==> src/design/fp_round_defs.svh <==
// register offsets, field positions and reset values of the rounding/exception block
`ifndef FP_ROUND_DEFS_SVH
`define FP_ROUND_DEFS_SVH

// register byte offsets on the APB side
`define OFS_SCALAR_CTRL 12'h000
`define OFS_SCALAR_STATUS 12'h004
`define OFS_PACKED_CSR 12'h008
`define OFS_OP_STATUS 12'h00C

// field positions
`define FLAG_LSB 0
`define SCALAR_MASK_LSB 0
`define SCALAR_MODE_LSB 10
`define PACKED_MASK_LSB 7
`define PACKED_MODE_LSB 13
`define OPST_TRAP_BIT 8
`define OPST_UNIT_BIT 9
`define OPST_WRITE_BIT 10

// widths
`define EXC_W 6
`define MODE_W 2
`define APB_ADDR_W 12

// reset values: every class masked, round to nearest even
`define MASK_RST 6'h3F
`define FLAGS_RST 6'h00
`define MODE_RST 2'h0

`endif

==> src/design/fp_round_pkg.sv <==
// types shared by the rounding and exception-control modules
package fp_round_pkg;

    typedef enum logic [1:0] {
        RND_NEAREST = 2'h0,
        RND_DOWN = 2'h1,
        RND_UP = 2'h2,
        RND_ZERO = 2'h3
    } round_mode_t;

    typedef enum logic [2:0] {
        OP_ARITH,
        OP_EXACT,
        OP_COMPARE,
        OP_NAN_RESULT,
        OP_TRUNC_CVT
    } op_kind_t;

    typedef enum logic {
        UNIT_SCALAR,
        UNIT_PACKED
    } unit_t;

    typedef enum logic [1:0] {
        RES_ROUNDED,
        RES_INDEFINITE,
        RES_INFINITY,
        RES_NONE
    } result_sel_t;

    // one fixed order for flags and masks alike, invalidOp in bit 0
    typedef struct packed {
        logic inexact;
        logic underflow;
        logic overflow;
        logic quotientFault;
        logic subnormalOperand;
        logic invalidOp;
    } exc_vec_t;

endpackage

==> src/design/round_if.sv <==
// carrier between the exception controller and its rounder
`timescale 1ns/10ps
`default_nettype none

interface round_if #(
    parameter int SIG_W = 64
);
    fp_round_pkg::round_mode_t mode;
    logic sign;
    logic [SIG_W-1:0] sig;
    logic roundBit;
    logic stickyBit;
    logic [SIG_W-1:0] rounded;
    logic carryOut;
    logic inexact;

    modport requester (
        output mode,
        output sign,
        output sig,
        output roundBit,
        output stickyBit,
        input rounded,
        input carryOut,
        input inexact
    );

    modport rounder (
        input mode,
        input sign,
        input sig,
        input roundBit,
        input stickyBit,
        output rounded,
        output carryOut,
        output inexact
    );
endinterface

`default_nettype wire

==> src/design/fp_rounder.sv <==
// picks between the two bracketing values according to the rounding mode
`timescale 1ns/10ps
`default_nettype none

module fp_rounder #(
    parameter int SIG_W = 64
) (
    round_if.rounder rnd
);
    logic increment;
    logic [SIG_W:0] sum;

    // sig is the value just below the exact result, sig+1 the one above
    always_comb begin
        case (rnd.mode)
            fp_round_pkg::RND_NEAREST: begin
                // ties go to the even neighbour
                increment = rnd.roundBit & (rnd.stickyBit | rnd.sig[0]); // [RULE_01]
            end
            fp_round_pkg::RND_DOWN: begin
                increment = rnd.sign & (rnd.roundBit | rnd.stickyBit); // [RULE_02]
            end
            fp_round_pkg::RND_UP: begin
                increment = ~rnd.sign & (rnd.roundBit | rnd.stickyBit); // [RULE_03]
            end
            fp_round_pkg::RND_ZERO: begin
                increment = 1'b0; // [RULE_04]
            end
            default: begin
                increment = 1'b0;
            end
        endcase
        sum = {1'b0, rnd.sig} + {{SIG_W{1'b0}}, increment}; // [RULE_06]
    end

    assign rnd.rounded = sum[SIG_W-1:0];
    assign rnd.carryOut = sum[SIG_W];
    assign rnd.inexact = rnd.roundBit | rnd.stickyBit; // [RULE_07]

endmodule

`default_nettype wire

==> src/design/fp_round_exc_ctrl.sv <==
// rounding and exception control for the scalar stack unit and the packed unit
//
// Function
// [RULE_01] mode 00: nearest value, ties to the even neighbour.
// [RULE_02] mode 01: round toward negative infinity.
// [RULE_03] mode 10: round toward positive infinity.
// [RULE_04] mode 11: truncate toward zero.
// [RULE_05] round to nearest even is the reset default.
// [RULE_06] choose between the two bracketing values, error under one ulp.
// [RULE_07] any rounding loss sets the inexact flag.
// [RULE_08] compares, exact and NaN results are untouched by the mode.
// [RULE_09] scalar unit mode sits in control word bits 10..11, scalar only.
// [RULE_10] packed unit mode sits in packed register bits 13..14, packed only.
// [RULE_11] truncating float-to-integer conversions always round toward zero.
// [RULE_12] six exception classes are detected.
// [RULE_13] invalid, divide-by-zero, denormal checked before arithmetic.
// [RULE_14] underflow, overflow, inexact checked after the result exists.
// [RULE_15] detected class sets its flag; masked gives predefined result.
// [RULE_16] unmasked class sets its flag and calls the software handler.
// [RULE_17] flags stay set until software clears them.
// [RULE_18] scalar flags status bits 0..5, masks control bits 0..5.
// [RULE_19] packed flags bits 0..5, masks bits 7..12 of one register.
// [RULE_20] the two flag/mask sets act only for their own unit.
// [RULE_21] masked responses let one operation raise several flags.
// [RULE_22] masked invalid writes the indefinite value to the destination.
// [RULE_23] unmasked invalid calls the handler, operands left unchanged.
// [RULE_24] flags and masks share one fixed bit order.
`timescale 1ns/10ps
`default_nettype none

`include "fp_round_defs.svh"

module fp_round_exc_ctrl #(
    parameter int SIG_W = 64
) (
    input wire logic clock,
    input wire logic sys_rst,
    // APB slave
    input wire logic psel,
    input wire logic penable,
    input wire logic pwrite,
    input wire logic [`APB_ADDR_W-1:0] paddr,
    input wire logic [31:0] pwdata,
    output logic pready,
    output logic [31:0] prdata,
    output logic pslverr,
    // operation from the datapath
    input wire logic opValid,
    input wire fp_round_pkg::unit_t opUnit,
    input wire fp_round_pkg::op_kind_t opKind,
    input wire logic opSign,
    input wire logic [SIG_W-1:0] opSig,
    input wire logic opRoundBit,
    input wire logic opStickyBit,
    input wire logic opInvalid,
    input wire logic opQuotientFault,
    input wire logic opSubnormal,
    input wire logic opOverflow,
    input wire logic opUnderflow,
    // answer to the datapath
    output logic resValid,
    output logic [SIG_W-1:0] resSig,
    output logic resCarry,
    output fp_round_pkg::result_sel_t resSel,
    output logic resWrite,
    output fp_round_pkg::exc_vec_t resRaised,
    output logic resTrap
);

    ////////////////////////////////////////////////////////////////////////////
    // state

    typedef struct packed {
        // software-visible control and flags
        fp_round_pkg::exc_vec_t scalarMask;
        fp_round_pkg::round_mode_t scalarMode;
        fp_round_pkg::exc_vec_t scalarFlags;
        fp_round_pkg::exc_vec_t packedMask;
        fp_round_pkg::round_mode_t packedMode;
        fp_round_pkg::exc_vec_t packedFlags;

        // last operation, read back as the op status word
        fp_round_pkg::exc_vec_t lastRaised;
        logic lastTrap;
        logic lastUnit;
        logic lastWrite;

        // registered bus answer
        logic pready;
        logic [31:0] prdata;
        logic pslverr;

        // registered datapath answer
        logic resValid;
        logic [SIG_W-1:0] resSig;
        logic resCarry;
        fp_round_pkg::result_sel_t resSel;
        logic resWrite;
        fp_round_pkg::exc_vec_t resRaised;
        logic resTrap;
    } state_t;

    state_t st_q;
    state_t st_d;

    // one rounder, shared by both units
    round_if #(.SIG_W(SIG_W)) rnd ();

    fp_rounder #(.SIG_W(SIG_W)) u_rounder (
        .rnd(rnd)
    );

    ////////////////////////////////////////////////////////////////////////////
    // unit selection and rounding request

    fp_round_pkg::exc_vec_t unitMask;
    fp_round_pkg::round_mode_t unitMode;
    logic roundingApplies;

    always_comb begin
        // each unit sees only its own mode and masks
        if (opUnit == fp_round_pkg::UNIT_SCALAR) begin // [RULE_20]
            unitMask = st_q.scalarMask;
            unitMode = st_q.scalarMode; // [RULE_09]
        end else begin
            unitMask = st_q.packedMask;
            unitMode = st_q.packedMode; // [RULE_10]
        end

        // only rounded kinds pass lost bits on
        roundingApplies = (opKind == fp_round_pkg::OP_ARITH) ||
                          (opKind == fp_round_pkg::OP_TRUNC_CVT); // [RULE_08]
    end

    // conversions ignore both mode fields
    assign rnd.mode = (opKind == fp_round_pkg::OP_TRUNC_CVT) ?
                      fp_round_pkg::RND_ZERO : unitMode; // [RULE_11]
    assign rnd.sign = opSign;
    assign rnd.sig = opSig;
    // no rounding bits reach the rounder for exact, compare or NaN results
    assign rnd.roundBit = opRoundBit & roundingApplies; // [RULE_08]
    assign rnd.stickyBit = opStickyBit & roundingApplies; // [RULE_08]

    ////////////////////////////////////////////////////////////////////////////
    // exception classification

    fp_round_pkg::exc_vec_t preDet;
    fp_round_pkg::exc_vec_t postDet;
    fp_round_pkg::exc_vec_t raised;
    logic preTrap;
    logic postTrap;
    logic trap;
    logic doWrite;
    fp_round_pkg::result_sel_t sel;

    always_comb begin
        preDet = '0;
        postDet = '0;
        // operand checks, ahead of any arithmetic
        preDet.invalidOp = opInvalid; // [RULE_12] [RULE_13]
        preDet.quotientFault = opQuotientFault; // [RULE_13]
        preDet.subnormalOperand = opSubnormal; // [RULE_13]
        // result checks, on the rounded value
        postDet.overflow = opOverflow; // [RULE_14]
        postDet.underflow = opUnderflow; // [RULE_14]
        postDet.inexact = rnd.inexact; // [RULE_07] [RULE_14]

        preTrap = |(preDet & ~unitMask); // [RULE_16]
        postTrap = |(postDet & ~unitMask); // [RULE_16]
        raised = preDet;
        trap = 1'b0;
        doWrite = 1'b0;
        sel = fp_round_pkg::RES_NONE;

        // operand classes decide before result classes
        if (preTrap) begin
            // handler is called, destination and operands stay as they were
            trap = 1'b1; // [RULE_16] [RULE_23]
        end else if (preDet.invalidOp) begin
            doWrite = 1'b1;
            sel = fp_round_pkg::RES_INDEFINITE; // [RULE_15] [RULE_22]
        end else if (preDet.quotientFault) begin
            doWrite = 1'b1;
            sel = fp_round_pkg::RES_INFINITY; // [RULE_15]
        end else begin
            // a masked denormal goes on to the result checks
            raised = preDet | postDet; // [RULE_21]
            trap = postTrap; // [RULE_16]
            // the stack unit stores a biased result even when it traps
            doWrite = ~postTrap || (opUnit == fp_round_pkg::UNIT_SCALAR);
            sel = doWrite ? fp_round_pkg::RES_ROUNDED : fp_round_pkg::RES_NONE;
        end
    end

    ////////////////////////////////////////////////////////////////////////////
    // APB decode

    logic setupPhase;
    logic accessDone;
    logic wrScalarCtrl;
    logic wrScalarStatus;
    logic wrPackedCsr;
    logic addrMapped;
    fp_round_pkg::exc_vec_t scalarClr;
    fp_round_pkg::exc_vec_t packedClr;
    logic [31:0] readWord;

    always_comb begin
        setupPhase = psel & ~penable & ~st_q.pready;
        accessDone = psel & penable & st_q.pready;
        addrMapped = (paddr == `OFS_SCALAR_CTRL) || (paddr == `OFS_SCALAR_STATUS) ||
                     (paddr == `OFS_PACKED_CSR) || (paddr == `OFS_OP_STATUS);
        wrScalarCtrl = accessDone & pwrite & (paddr == `OFS_SCALAR_CTRL);
        wrScalarStatus = accessDone & pwrite & (paddr == `OFS_SCALAR_STATUS);
        wrPackedCsr = accessDone & pwrite & (paddr == `OFS_PACKED_CSR);

        // flags clear by writing ones
        scalarClr = wrScalarStatus ? pwdata[`FLAG_LSB +: `EXC_W] : '0;
        packedClr = wrPackedCsr ? pwdata[`FLAG_LSB +: `EXC_W] : '0;

        // read word, taken in the setup cycle
        readWord = '0;
        case (paddr)
            `OFS_SCALAR_CTRL: begin
                readWord[`SCALAR_MASK_LSB +: `EXC_W] = st_q.scalarMask; // [RULE_18]
                readWord[`SCALAR_MODE_LSB +: `MODE_W] = st_q.scalarMode; // [RULE_09]
            end
            `OFS_SCALAR_STATUS: begin
                readWord[`FLAG_LSB +: `EXC_W] = st_q.scalarFlags; // [RULE_18]
            end
            `OFS_PACKED_CSR: begin
                readWord[`FLAG_LSB +: `EXC_W] = st_q.packedFlags; // [RULE_19]
                readWord[`PACKED_MASK_LSB +: `EXC_W] = st_q.packedMask; // [RULE_19]
                readWord[`PACKED_MODE_LSB +: `MODE_W] = st_q.packedMode; // [RULE_10]
            end
            `OFS_OP_STATUS: begin
                readWord[`FLAG_LSB +: `EXC_W] = st_q.lastRaised;
                readWord[`OPST_TRAP_BIT] = st_q.lastTrap;
                readWord[`OPST_UNIT_BIT] = st_q.lastUnit;
                readWord[`OPST_WRITE_BIT] = st_q.lastWrite;
            end
            default: begin
                readWord = '0;
            end
        endcase
    end

    ////////////////////////////////////////////////////////////////////////////
    // next state

    fp_round_pkg::exc_vec_t scalarSet;
    fp_round_pkg::exc_vec_t packedSet;

    always_comb begin
        st_d = st_q;
        scalarSet = '0;
        packedSet = '0;
        if (opValid && (opUnit == fp_round_pkg::UNIT_SCALAR)) begin
            scalarSet = raised; // [RULE_20]
        end
        if (opValid && (opUnit == fp_round_pkg::UNIT_PACKED)) begin
            packedSet = raised; // [RULE_20]
        end

        // control fields written by software
        if (wrScalarCtrl) begin
            st_d.scalarMask = pwdata[`SCALAR_MASK_LSB +: `EXC_W]; // [RULE_18] [RULE_24]
            st_d.scalarMode = fp_round_pkg::round_mode_t'(
                pwdata[`SCALAR_MODE_LSB +: `MODE_W]); // [RULE_09]
        end

        // packed word also carries its w1c flags
        if (wrPackedCsr) begin
            st_d.packedMask = pwdata[`PACKED_MASK_LSB +: `EXC_W]; // [RULE_19] [RULE_24]
            st_d.packedMode = fp_round_pkg::round_mode_t'(
                pwdata[`PACKED_MODE_LSB +: `MODE_W]); // [RULE_10]
        end

        // sticky flags: a new event wins over a clear in the same cycle
        st_d.scalarFlags = (st_q.scalarFlags & ~scalarClr) | scalarSet; // [RULE_15] [RULE_17]
        st_d.packedFlags = (st_q.packedFlags & ~packedClr) | packedSet; // [RULE_15] [RULE_17]

        // answer to the datapath, one cycle after the request
        st_d.resValid = opValid;
        st_d.resRaised = opValid ? raised : '0;
        st_d.resTrap = opValid & trap; // [RULE_16]
        st_d.resWrite = opValid & doWrite;
        st_d.resSel = opValid ? sel : fp_round_pkg::RES_NONE;

        // significand and op status hold until the next op
        if (opValid) begin
            st_d.resSig = rnd.rounded; // [RULE_06]
            st_d.resCarry = rnd.carryOut;
            st_d.lastRaised = raised;
            st_d.lastTrap = trap;
            st_d.lastUnit = (opUnit == fp_round_pkg::UNIT_PACKED);
            st_d.lastWrite = doWrite;
        end

        // no wait state: ready and read data come up in the first access cycle
        st_d.pready = setupPhase;
        st_d.pslverr = setupPhase & ~addrMapped;
        st_d.prdata = (setupPhase & ~pwrite) ? readWord : '0;
    end

    ////////////////////////////////////////////////////////////////////////////
    // registers

    always_ff @(posedge clock) begin
        if (sys_rst) begin
            st_q <= '0;
            // all classes masked, nearest-even mode
            st_q.scalarMask <= `MASK_RST;
            st_q.packedMask <= `MASK_RST;
            st_q.scalarMode <= fp_round_pkg::round_mode_t'(`MODE_RST); // [RULE_05]
            st_q.packedMode <= fp_round_pkg::round_mode_t'(`MODE_RST); // [RULE_05]
            st_q.scalarFlags <= `FLAGS_RST;
            st_q.packedFlags <= `FLAGS_RST;
            st_q.resSel <= fp_round_pkg::RES_NONE;
        end else begin
            st_q <= st_d;
        end
    end

    ////////////////////////////////////////////////////////////////////////////
    // outputs

    // bus answer
    assign pready = st_q.pready;
    assign prdata = st_q.prdata;
    assign pslverr = st_q.pslverr;

    // datapath answer
    assign resValid = st_q.resValid;
    assign resSig = st_q.resSig;
    assign resCarry = st_q.resCarry;
    assign resSel = st_q.resSel;
    assign resWrite = st_q.resWrite;
    assign resRaised = st_q.resRaised;
    assign resTrap = st_q.resTrap;

endmodule

`default_nettype wire

==> config.mk <==
export PLATFORM = sky130hd
export DESIGN_NAME = fp_round_exc_ctrl
export DESIGN_NICKNAME = d
export VERILOG_FILES = /design/src/design/fp_round_pkg.sv /design/src/design/round_if.sv /design/src/design/fp_rounder.sv /design/src/design/fp_round_exc_ctrl.sv
export VERILOG_INCLUDE_DIRS = /design/src /design/src/design
export SDC_FILE = /design/constraint.sdc
export NUM_CORES = 1
export LEC_CHECK = 0
export BUFFER_PORTS_ARGS = -buffer_cell sky130_fd_sc_hd__buf_2
export CORE_UTILIZATION = 40
export DETAILED_ROUTE_END_ITERATION = 10
export PLACE_DENSITY = 0.66
export SLEW_MARGIN = 0
export SYNTH_ARGS = -nofsm -noshare
export SYNTH_HDL_FRONTEND = slang
export SYNTH_SLANG_ARGS = --single-unit
==> constraint.sdc <==
create_clock -name clock -period 9.06 [get_ports clock]
set_clock_uncertainty 0.05 [all_clocks]
set_input_delay 1.812 -clock clock [delete_from_list [all_inputs] [get_ports clock]]
set_output_delay 1.812 -clock clock [all_outputs]
set_load 0.05 [all_outputs]
# Word-level counts from Yosys, hierarchy flattened
# Index checks and enable logic that the tools add are counted.
[op_classes] add_sub_neg=1 n_eq_ne=7 mux=24 n_bitwise=39 n_reduce_logical=17
[op_table] operator="$add 64x1->65" count=1
[op_table] operator="$mux 6" count=8
[op_table] operator="$eq 12x4->1 const B" count=2
[op_table] operator="$pmux 6 s4" count=1
[op_table] operator="$and 6x6->6" count=3
[op_table] operator="$not 6->6" count=3
[op_table] operator="$and 1x1->1" count=17
[op_table] operator="$eq 12x3->1 const B" count=1
[op_table] operator="$logic_not 12->1" count=1
[op_table] operator="$or 6x6->6" count=2
[op_table] operator="$reduce_or 6->1" count=2
[op_table] operator="$mux 2" count=5
[op_table] operator="$not 1->1" count=10
[op_table] operator="$reduce_or 9->1" count=1
[op_table] operator="$reduce_or 8->1" count=1
[op_table] operator="$and 3x6->6" count=1
[op_table] operator="$mux 1" count=6
[op_table] operator="$or 3x6->6" count=1
[op_table] operator="$logic_or 1x1->1" count=5
[op_table] operator="$eq 2x2->1 const B" count=2
[op_table] operator="$pmux 1 s4" count=1
[op_table] operator="$pmux 2 s2" count=1
[op_table] operator="$reduce_or 2->1" count=2
[op_table] operator="$eq 3x3->1 const B" count=1
[op_table] operator="other kinds (8)" count=10
[word_totals] register_bits=147 in_bits=126 output_inout_bits=110

# Longest topological paths before layout
# Gate-level depths: netlist (run 1).
[depth] ltp_word=12 depth_mapped=16 depth_no_buf=12

# Hierarchy
# Synthesis (run 1) repeated with hierarchy kept, for this count alone.
[hier_totals] hier_cells=836 area_unflattened_um2=7393.3
[by_module_without_submodules] module="fp_round_exc_ctrl" n_inst=1 cells_per_inst=594 area_per_inst_um2=5773.0
[by_module_without_submodules] module="fp_rounder" n_inst=1 cells_per_inst=242 area_per_inst_um2=1620.3

# Worst setup path before layout (run 1)
# OpenSTA, ideal clock, no wires.
[synth_path] path_kind="input to register" startpoint="input port opUnit" endpoint="register st_q, in the netlist resSig[60]" arrival_ps=5628 required_time_ps=8918 path_slack_ps=3290 stages=16 n_path_buf=4 path_cell_list="clkbuf_1 -> buf_1 -> nor2b_1 -> a221oi_1 -> ha_1 -> xor2_1 -> nand2_1 -> o31ai_1 -> ha_1 -> nand4_4 -> or4_1 -> buf_2 -> or4_4 -> buf_6 -> o311a_1 -> nor4_1"
[synth_via] elab_chain_len=5 word_cells_on_any_way=8
[synth_rtl] item="from (decl)" line="fp_round_exc_ctrl.sv:49" source="input wire fp_round_pkg::unit_t opUnit,"
[synth_rtl] item="$mux 2 (*)" line="fp_round_exc_ctrl.sv:122" source="if (opUnit == fp_round_pkg::UNIT_SCALAR) begin"
[synth_rtl] item="$mux 2 (*)" line="fp_round_exc_ctrl.sv:136" source="assign rnd.mode = (opKind == fp_round_pkg::OP_TRUNC_CVT) ?"
[synth_rtl] item="$eq 2x2->1, or another cell as far along" line="fp_rounder.sv:15" source="case (rnd.mode)"
[synth_rtl] item="$pmux 1 s4 (*)" line="fp_rounder.sv:15"
[synth_rtl] item="$add 64x1->65 (*)" line="fp_rounder.sv:33" source="sum = {1'b0, rnd.sig} + {{SIG_W{1'b0}}, increment};"
[synth_rtl] item="to (signal assigned)" line="fp_round_exc_ctrl.sv:321" source="st_q <= st_d;"
[synth_rtl] item="to (decl)" line="fp_round_exc_ctrl.sv:103" source="state_t st_q;"
# Every way passes the cells marked *; elsewhere a longest branch is shown, timed or not.
# A chain may end at the register's enable or synchronous reset.

# Final worst setup path (run 1)
[layout_path] startpoint="input port opUnit" endpoint="register st_q, in the netlist resSig[58]"
# Same word-level chain as after synthesis.

==> flow_summary.ini, run 1 <==
[power_and_ir_drop]
p_leak_nw = 3.39
powerDensity_nw_per_um2 = 193
ir_drop_mv = 0.133

[yosys]
synth_seq_area_share = 0.364
ys.flop_type = dfxtp_1
syn_avg_cell_area_um2 = 8.45
synth_compound_area_frac = 0.133
synth_area_um2 = 7100
synth.distinct_cells = 58
ys_ff_latch = 129
synth_top_family_by_area = simple AND/OR/NAND/NOR gates
yosys.area_share.simple = 0.252
synth_edf_count = 0
yosys.area_share.adder = 0.00705
async_flop_share = 0
synth.area.mux_share = 0.0557
ys_warn_count = 0
synth-xor-area-share = 0.0432
netlist_instances = 840

[grt]
grt_pass1_wl_um = 29800
grt_pass1_vias = 5568
grt_max_degree = 68
grt.overflow.total = 0
antenna_found_initial = 6
grtUsageTotal = 0.214

[place]
portBuffers = 199
dpl.cell_count = 1138
hpwl_um = 14400
place.gp.congestion = 0.854

[detailed_routing]
wl_per_cell_um = 16.6
drt_wl_total_um = 19500
drt-vias-per-instance = 5.29
num_vias = 6205
drc = 0
dr.first_iter.drc_count = 391
antenna_left = 0
firstDrtPassIters = 4

[sta]
worst_slew_margin_rel = 0.403
drv_slew = 0
hold_viol_final = 0
setup_viol = 0
min_period_ps = 5850
fmax_mhz = 171
finalCritPeriodShare = 0.645
rsz0062_at_grt = false
setup_tns_ps = 0
worst_pin_slew_ps = 887

[final_layout]
area_delta_synth_final_pct = 15.1
seq_area_um2 = 2580
multi_input_area_um2 = 3560
most-common-layout-cells = 198 x buf_2, 129 x dfxtp_1, 78 x nor2_1
layoutNonFillerInstCount = 1173
drive_above_1_share = 0.268
layout_commonest_cell = buf_2
nNetsFinal = 1062
fillCellCount = 1764

[run_status]
status = finished clean

[clock_tree]
insertion_delay_ps = 420
numCtsBuffers = 17
cts.path.max_buffers = 2
cts_sinks = 129
clk_pin_slew_worst_paths_ps = 60
cts_root_buf = clkbuf_16
hold_buffers = 0
postCtsResizedCells = 0
post_cts_buffers = 0
cts_htree_levels = 4
cts_tree = built

[worst_setup_path]
cp.required_ps = 9330
path_max_fanout = 17
path_class = in2reg
crit_buf_inv = 1
cp-end-kind = flop
startpoint_type = primary input
crit_arrival_ps = 6120
slowest_delay_ps = 840
cp_top_family = simple AND/OR/NAND/NOR gates
slowest_stage = or4_1
worstPathCellList = buf_2 -> nor2b_1 -> a221oi_1 -> ha_1 -> xor2_1 -> nand2_1 -> o31ai_1 -> ha_1 -> nand4_4 -> or4_1 -> or4_1 -> o41a_1 -> a311oi_1

[floorplan]
die_y_um = 135
die_w_um = 135
core_um2 = 17300
die_area_um2 = 18300
initial_core_util = 0.411
num_io_pins = 236
row_count = 48

[worst_hold_path]
hp-class = reg2reg

[flow_run]
maxCapViolations = 0
[synth_stat cells (4+ instances only)]
cell type	n	area (µm²)
dfxtp_1	129	2580
buf_4	104	781
nor2_1	78	293
nand2_1	71	267
clkbuf_1	40	150
nand3_1	35	175
a211oi_1	32	240
nor4_1	30	188
xnor2_1	27	236
mux2i_1	26	260
nor3_1	26	130
o21ai_0	22	110
nand4_1	19	119
inv_1	18	67.6
a21oi_1	17	85.1
a311oi_1	14	123
and3_1	13	81.3
and4_1	12	105
or4_1	10	75.1
or3_1	9	56.3
a21o_1	8	60.1
nor2b_1	8	50.1
xor2_1	8	70.1
and2_1	7	43.8
a32o_1	6	60.1
mux4_2	6	135
nor3b_1	5	37.5
o31ai_1	5	37.5
a32oi_1	4	35.0
ha_1	4	50.1
nand2b_1	4	25.0
o311ai_0	4	35.0
[final timing paths]
| path | start | end | slack, ps | depth (start not counted) |
|---|---|---|---|---|
| max | opUnit | resSig[58] | 3210 | 13 |
| min | resSig[29] | resSig[29] | 410 | 2 |
| max reg2reg | st_q[139] | resSig[58] | 4590 | 12 |
| min reg2reg | resSig[29] | resSig[29] | 410 | 2 |
[area by class of cell]
cell class              instances  share of cell area
diodes                          3            0.000918
clock buffers                  22              0.0568
clock inverters                10              0.0193
inverters                      18             0.00826
multi-input cells             560               0.436
flip-flops and latches        129               0.316
well taps                     225              0.0344
repair buffers                206               0.129
[worst register-to-register path: cells and delay by family, from the launching register on]
family | cells | cell delay (ps)
simple gates | 5 | 1890
fa+ha+maj | 2 | 540
compound gates | 4 | 1440
flops | 1 | 320
xor+xnor | 1 | 140
[through the flow]
step	power [mW]	instance area [µm²]	worst slack, ps	util	hold slack [ps]
global placement	0.863	7550	2800	0.436	388
finish	1.58	8180	3210	0.473	406
global route	1.63	8170	2880	0.473	426
detailed placement	0.865	7550	2740	0.436	392
CTS	1.59	8170	3170	0.472	405
floorplan	0.817	7160	3290	-	371
[flip-flops by register name (all words and copies together) (netlist names)]
name and flops:
prdata 14, pready 1, pslverr 1, resCarry 1, resRaised 6, resSel 2
resSig 64, resTrap 1, resValid 1, resWrite 1, st_q 37
[kinds of logic after synthesis]
kind of cell / after synthesis
other cells: 1
buf+inv: 168
compound gates: 130
flops: 129
xor+xnor: 35
simple gates: 341
fa+ha+maj: 4
mux: 32
[routing by layer]
| layer | wire length (µm) | GRT usage |
|---|---|---|
| met1 | 9280 | 0.298 |
| met2 | 8520 | 0.313 |
| met3 | 1400 | 0.0572 |
| met4 | 228 | 0.0762 |
| met5 | 26 | 0 |
[power breakdown]
group | internal [mW] | leakage [nW] | switching [mW]
sequential | 0.593 | 1.06 | 0.0120
combinational | 0.0668 | 2.03 | 0.181
clock | 0.473 | 0.296 | 0.251
total | 1.13 | 3.39 | 0.444
No activity file was read; power rests on OpenSTA's default activity.
==> run 2: changes to the inputs <==
==> constraint.sdc (replaced) <==
create_clock -name clock -period 5.7 [get_ports clock]
set_clock_uncertainty 0.05 [all_clocks]
set_input_delay 1.14 -clock clock [delete_from_list [all_inputs] [get_ports clock]]
set_output_delay 1.14 -clock clock [all_outputs]
set_load 0.05 [all_outputs]
==> run 2 against run 1 <==
Against the previous run:
- critical path depth grew 1
- utilization up 0.41 points
- die area unchanged
- clock power up 64%
- sequential share of layout area shrank 0.27 points
- via count grew 1.0%
- routed wire length grew 1.9%
- sequential cell count unchanged
- critical path type unchanged
- highest routed layer unchanged
==> flow_summary.ini, run 2 (same netlist as run 1, synthesis figures left out) <==
[clock_tree]
postCtsResizedCells = 0
post_cts_buffers = 0
cts.path.max_buffers = 2
clk_pin_slew_worst_paths_ps = 50
insertion_delay_ps = 420
numCtsBuffers = 17
cts_htree_levels = 4
cts_tree = built
cts_root_buf = clkbuf_16
hold_buffers = 0
cts_sinks = 129

[flow_run]
maxCapViolations = 0

[detailed_routing]
drt_wl_total_um = 19800
drt-vias-per-instance = 5.32
firstDrtPassIters = 5
antenna_left = 0
wl_per_cell_um = 16.8
num_vias = 6270
dr.first_iter.drc_count = 456
drc = 0

[grt]
antenna_found_initial = 5
busiest_layer = met2
grt_pass1_vias = 5751
use_met3 = 0.0614
grt_use_met2 = 0.323
grtUsageTotal = 0.218
use_met1 = 0.299
grt.overflow.total = 0
grt_max_degree = 114
grt_pass1_wl_um = 30600

[sta]
min_period_ps = 4820
drv_slew = 0
rsz0062_at_grt = false
fin_hold_ws_ps = 403
finalCritPeriodShare = 0.845
worst_slew_margin_rel = 0.250
setup_viol = 0
worst_pin_slew_ps = 1120
setup_tns_ps = 0
fmax_mhz = 208
hold_viol_final = 0

[power_and_ir_drop]
p_leak_nw = 3.44
powerDensity_nw_per_um2 = 309
ir_drop_mv = 0.216

[worst_setup_path]
cp.required_ps = 5970
path_class = in2reg
startpoint_type = primary input
path_max_fanout = 17
r2r_setup_slack_ps = 1540
cp-end-kind = flop
crit_arrival_ps = 5090

[final_layout]
area_delta_synth_final_pct = 16.1
drive_above_1_share = 0.273
final_area_um2 = 8250
nNetsFinal = 1068
utilization = 0.477
most-common-layout-cells = 198 x buf_2, 129 x dfxtp_1, 78 x nor2_1
layout_commonest_cell = buf_2
largest_register_ff_count = 64

[place]
placed_area_um2 = 7590
hpwl_um = 14400
portBuffers = 199
place.gp.congestion = 0.847

[floorplan]
core_um2 = 17300
initial_core_util = 0.411
row_count = 48
num_io_pins = 236
die_area_um2 = 18300
die_y_um = 135
die_w_um = 135

[worst_hold_path]
hp-class = reg2reg

[run_status]
status = finished clean
[run 2: cell type report]
type / instances / area (µm²)
Fill cell: 1722 / 9050
Multi-Input combinational cell: 560 / 3560
Sequential cell: 129 / 2580
Timing Repair Buffer: 212 / 1100
Clock buffer: 24 / 502
Tap cell: 225 / 282
Clock inverter: 8 / 149
Inverter: 18 / 67.6
Antenna cell: 2 / 5.00
[run 2: worst paths after layout]
kind                   from          to  cells after the start
hold reg to reg   st_q[112]   st_q[112]                      1
setup / recovery     opUnit  resSig[38]                     14
setup reg to reg  st_q[139]  resSig[38]                     13
hold / removal    st_q[112]   st_q[112]                      1
[run 2: critical path: stages]
cell and delay (ps):
buf_2 310, nor2b_1 90, a221oi_1 350, ha_1 230, xor2_1 160, nand2_1 70
o31ai_1 230, buf_4 170, ha_1 200, nand4_4 160, or4_1 680, or4_1 670
or3_1 350, a311oi_1 270
[run 2: metrics by stage]
step,power [mW],instances,worst slack (ps)
3_5_place_dp,1.38,1144,484
6_report,2.55,1178,882
4_1_cts,2.57,1176,911
2_1_floorplan,1.30,857,602
3_3_place_gp,1.37,1144,536
5_1_grt,2.64,1178,624
[run 2: metal layers]
| layer | wire, µm | up-vias |
|---|---|---|
| met5 | 32 | - |
| met4 | 378 | 6 |
| met3 | 1330 | 26 |
| met2 | 8570 | 218 |
| met1 | 9530 | 2894 |
| li1 | - | 3126 |
[run 2: where the power goes]
group / switching, mW / total (mW) / leakage, nW / internal, mW
Clock: 0.403 / 1.19 / 0.313 / 0.790
Sequential: 0.0195 / 0.963 / 1.06 / 0.943
Combinational: 0.289 / 0.396 / 2.06 / 0.107
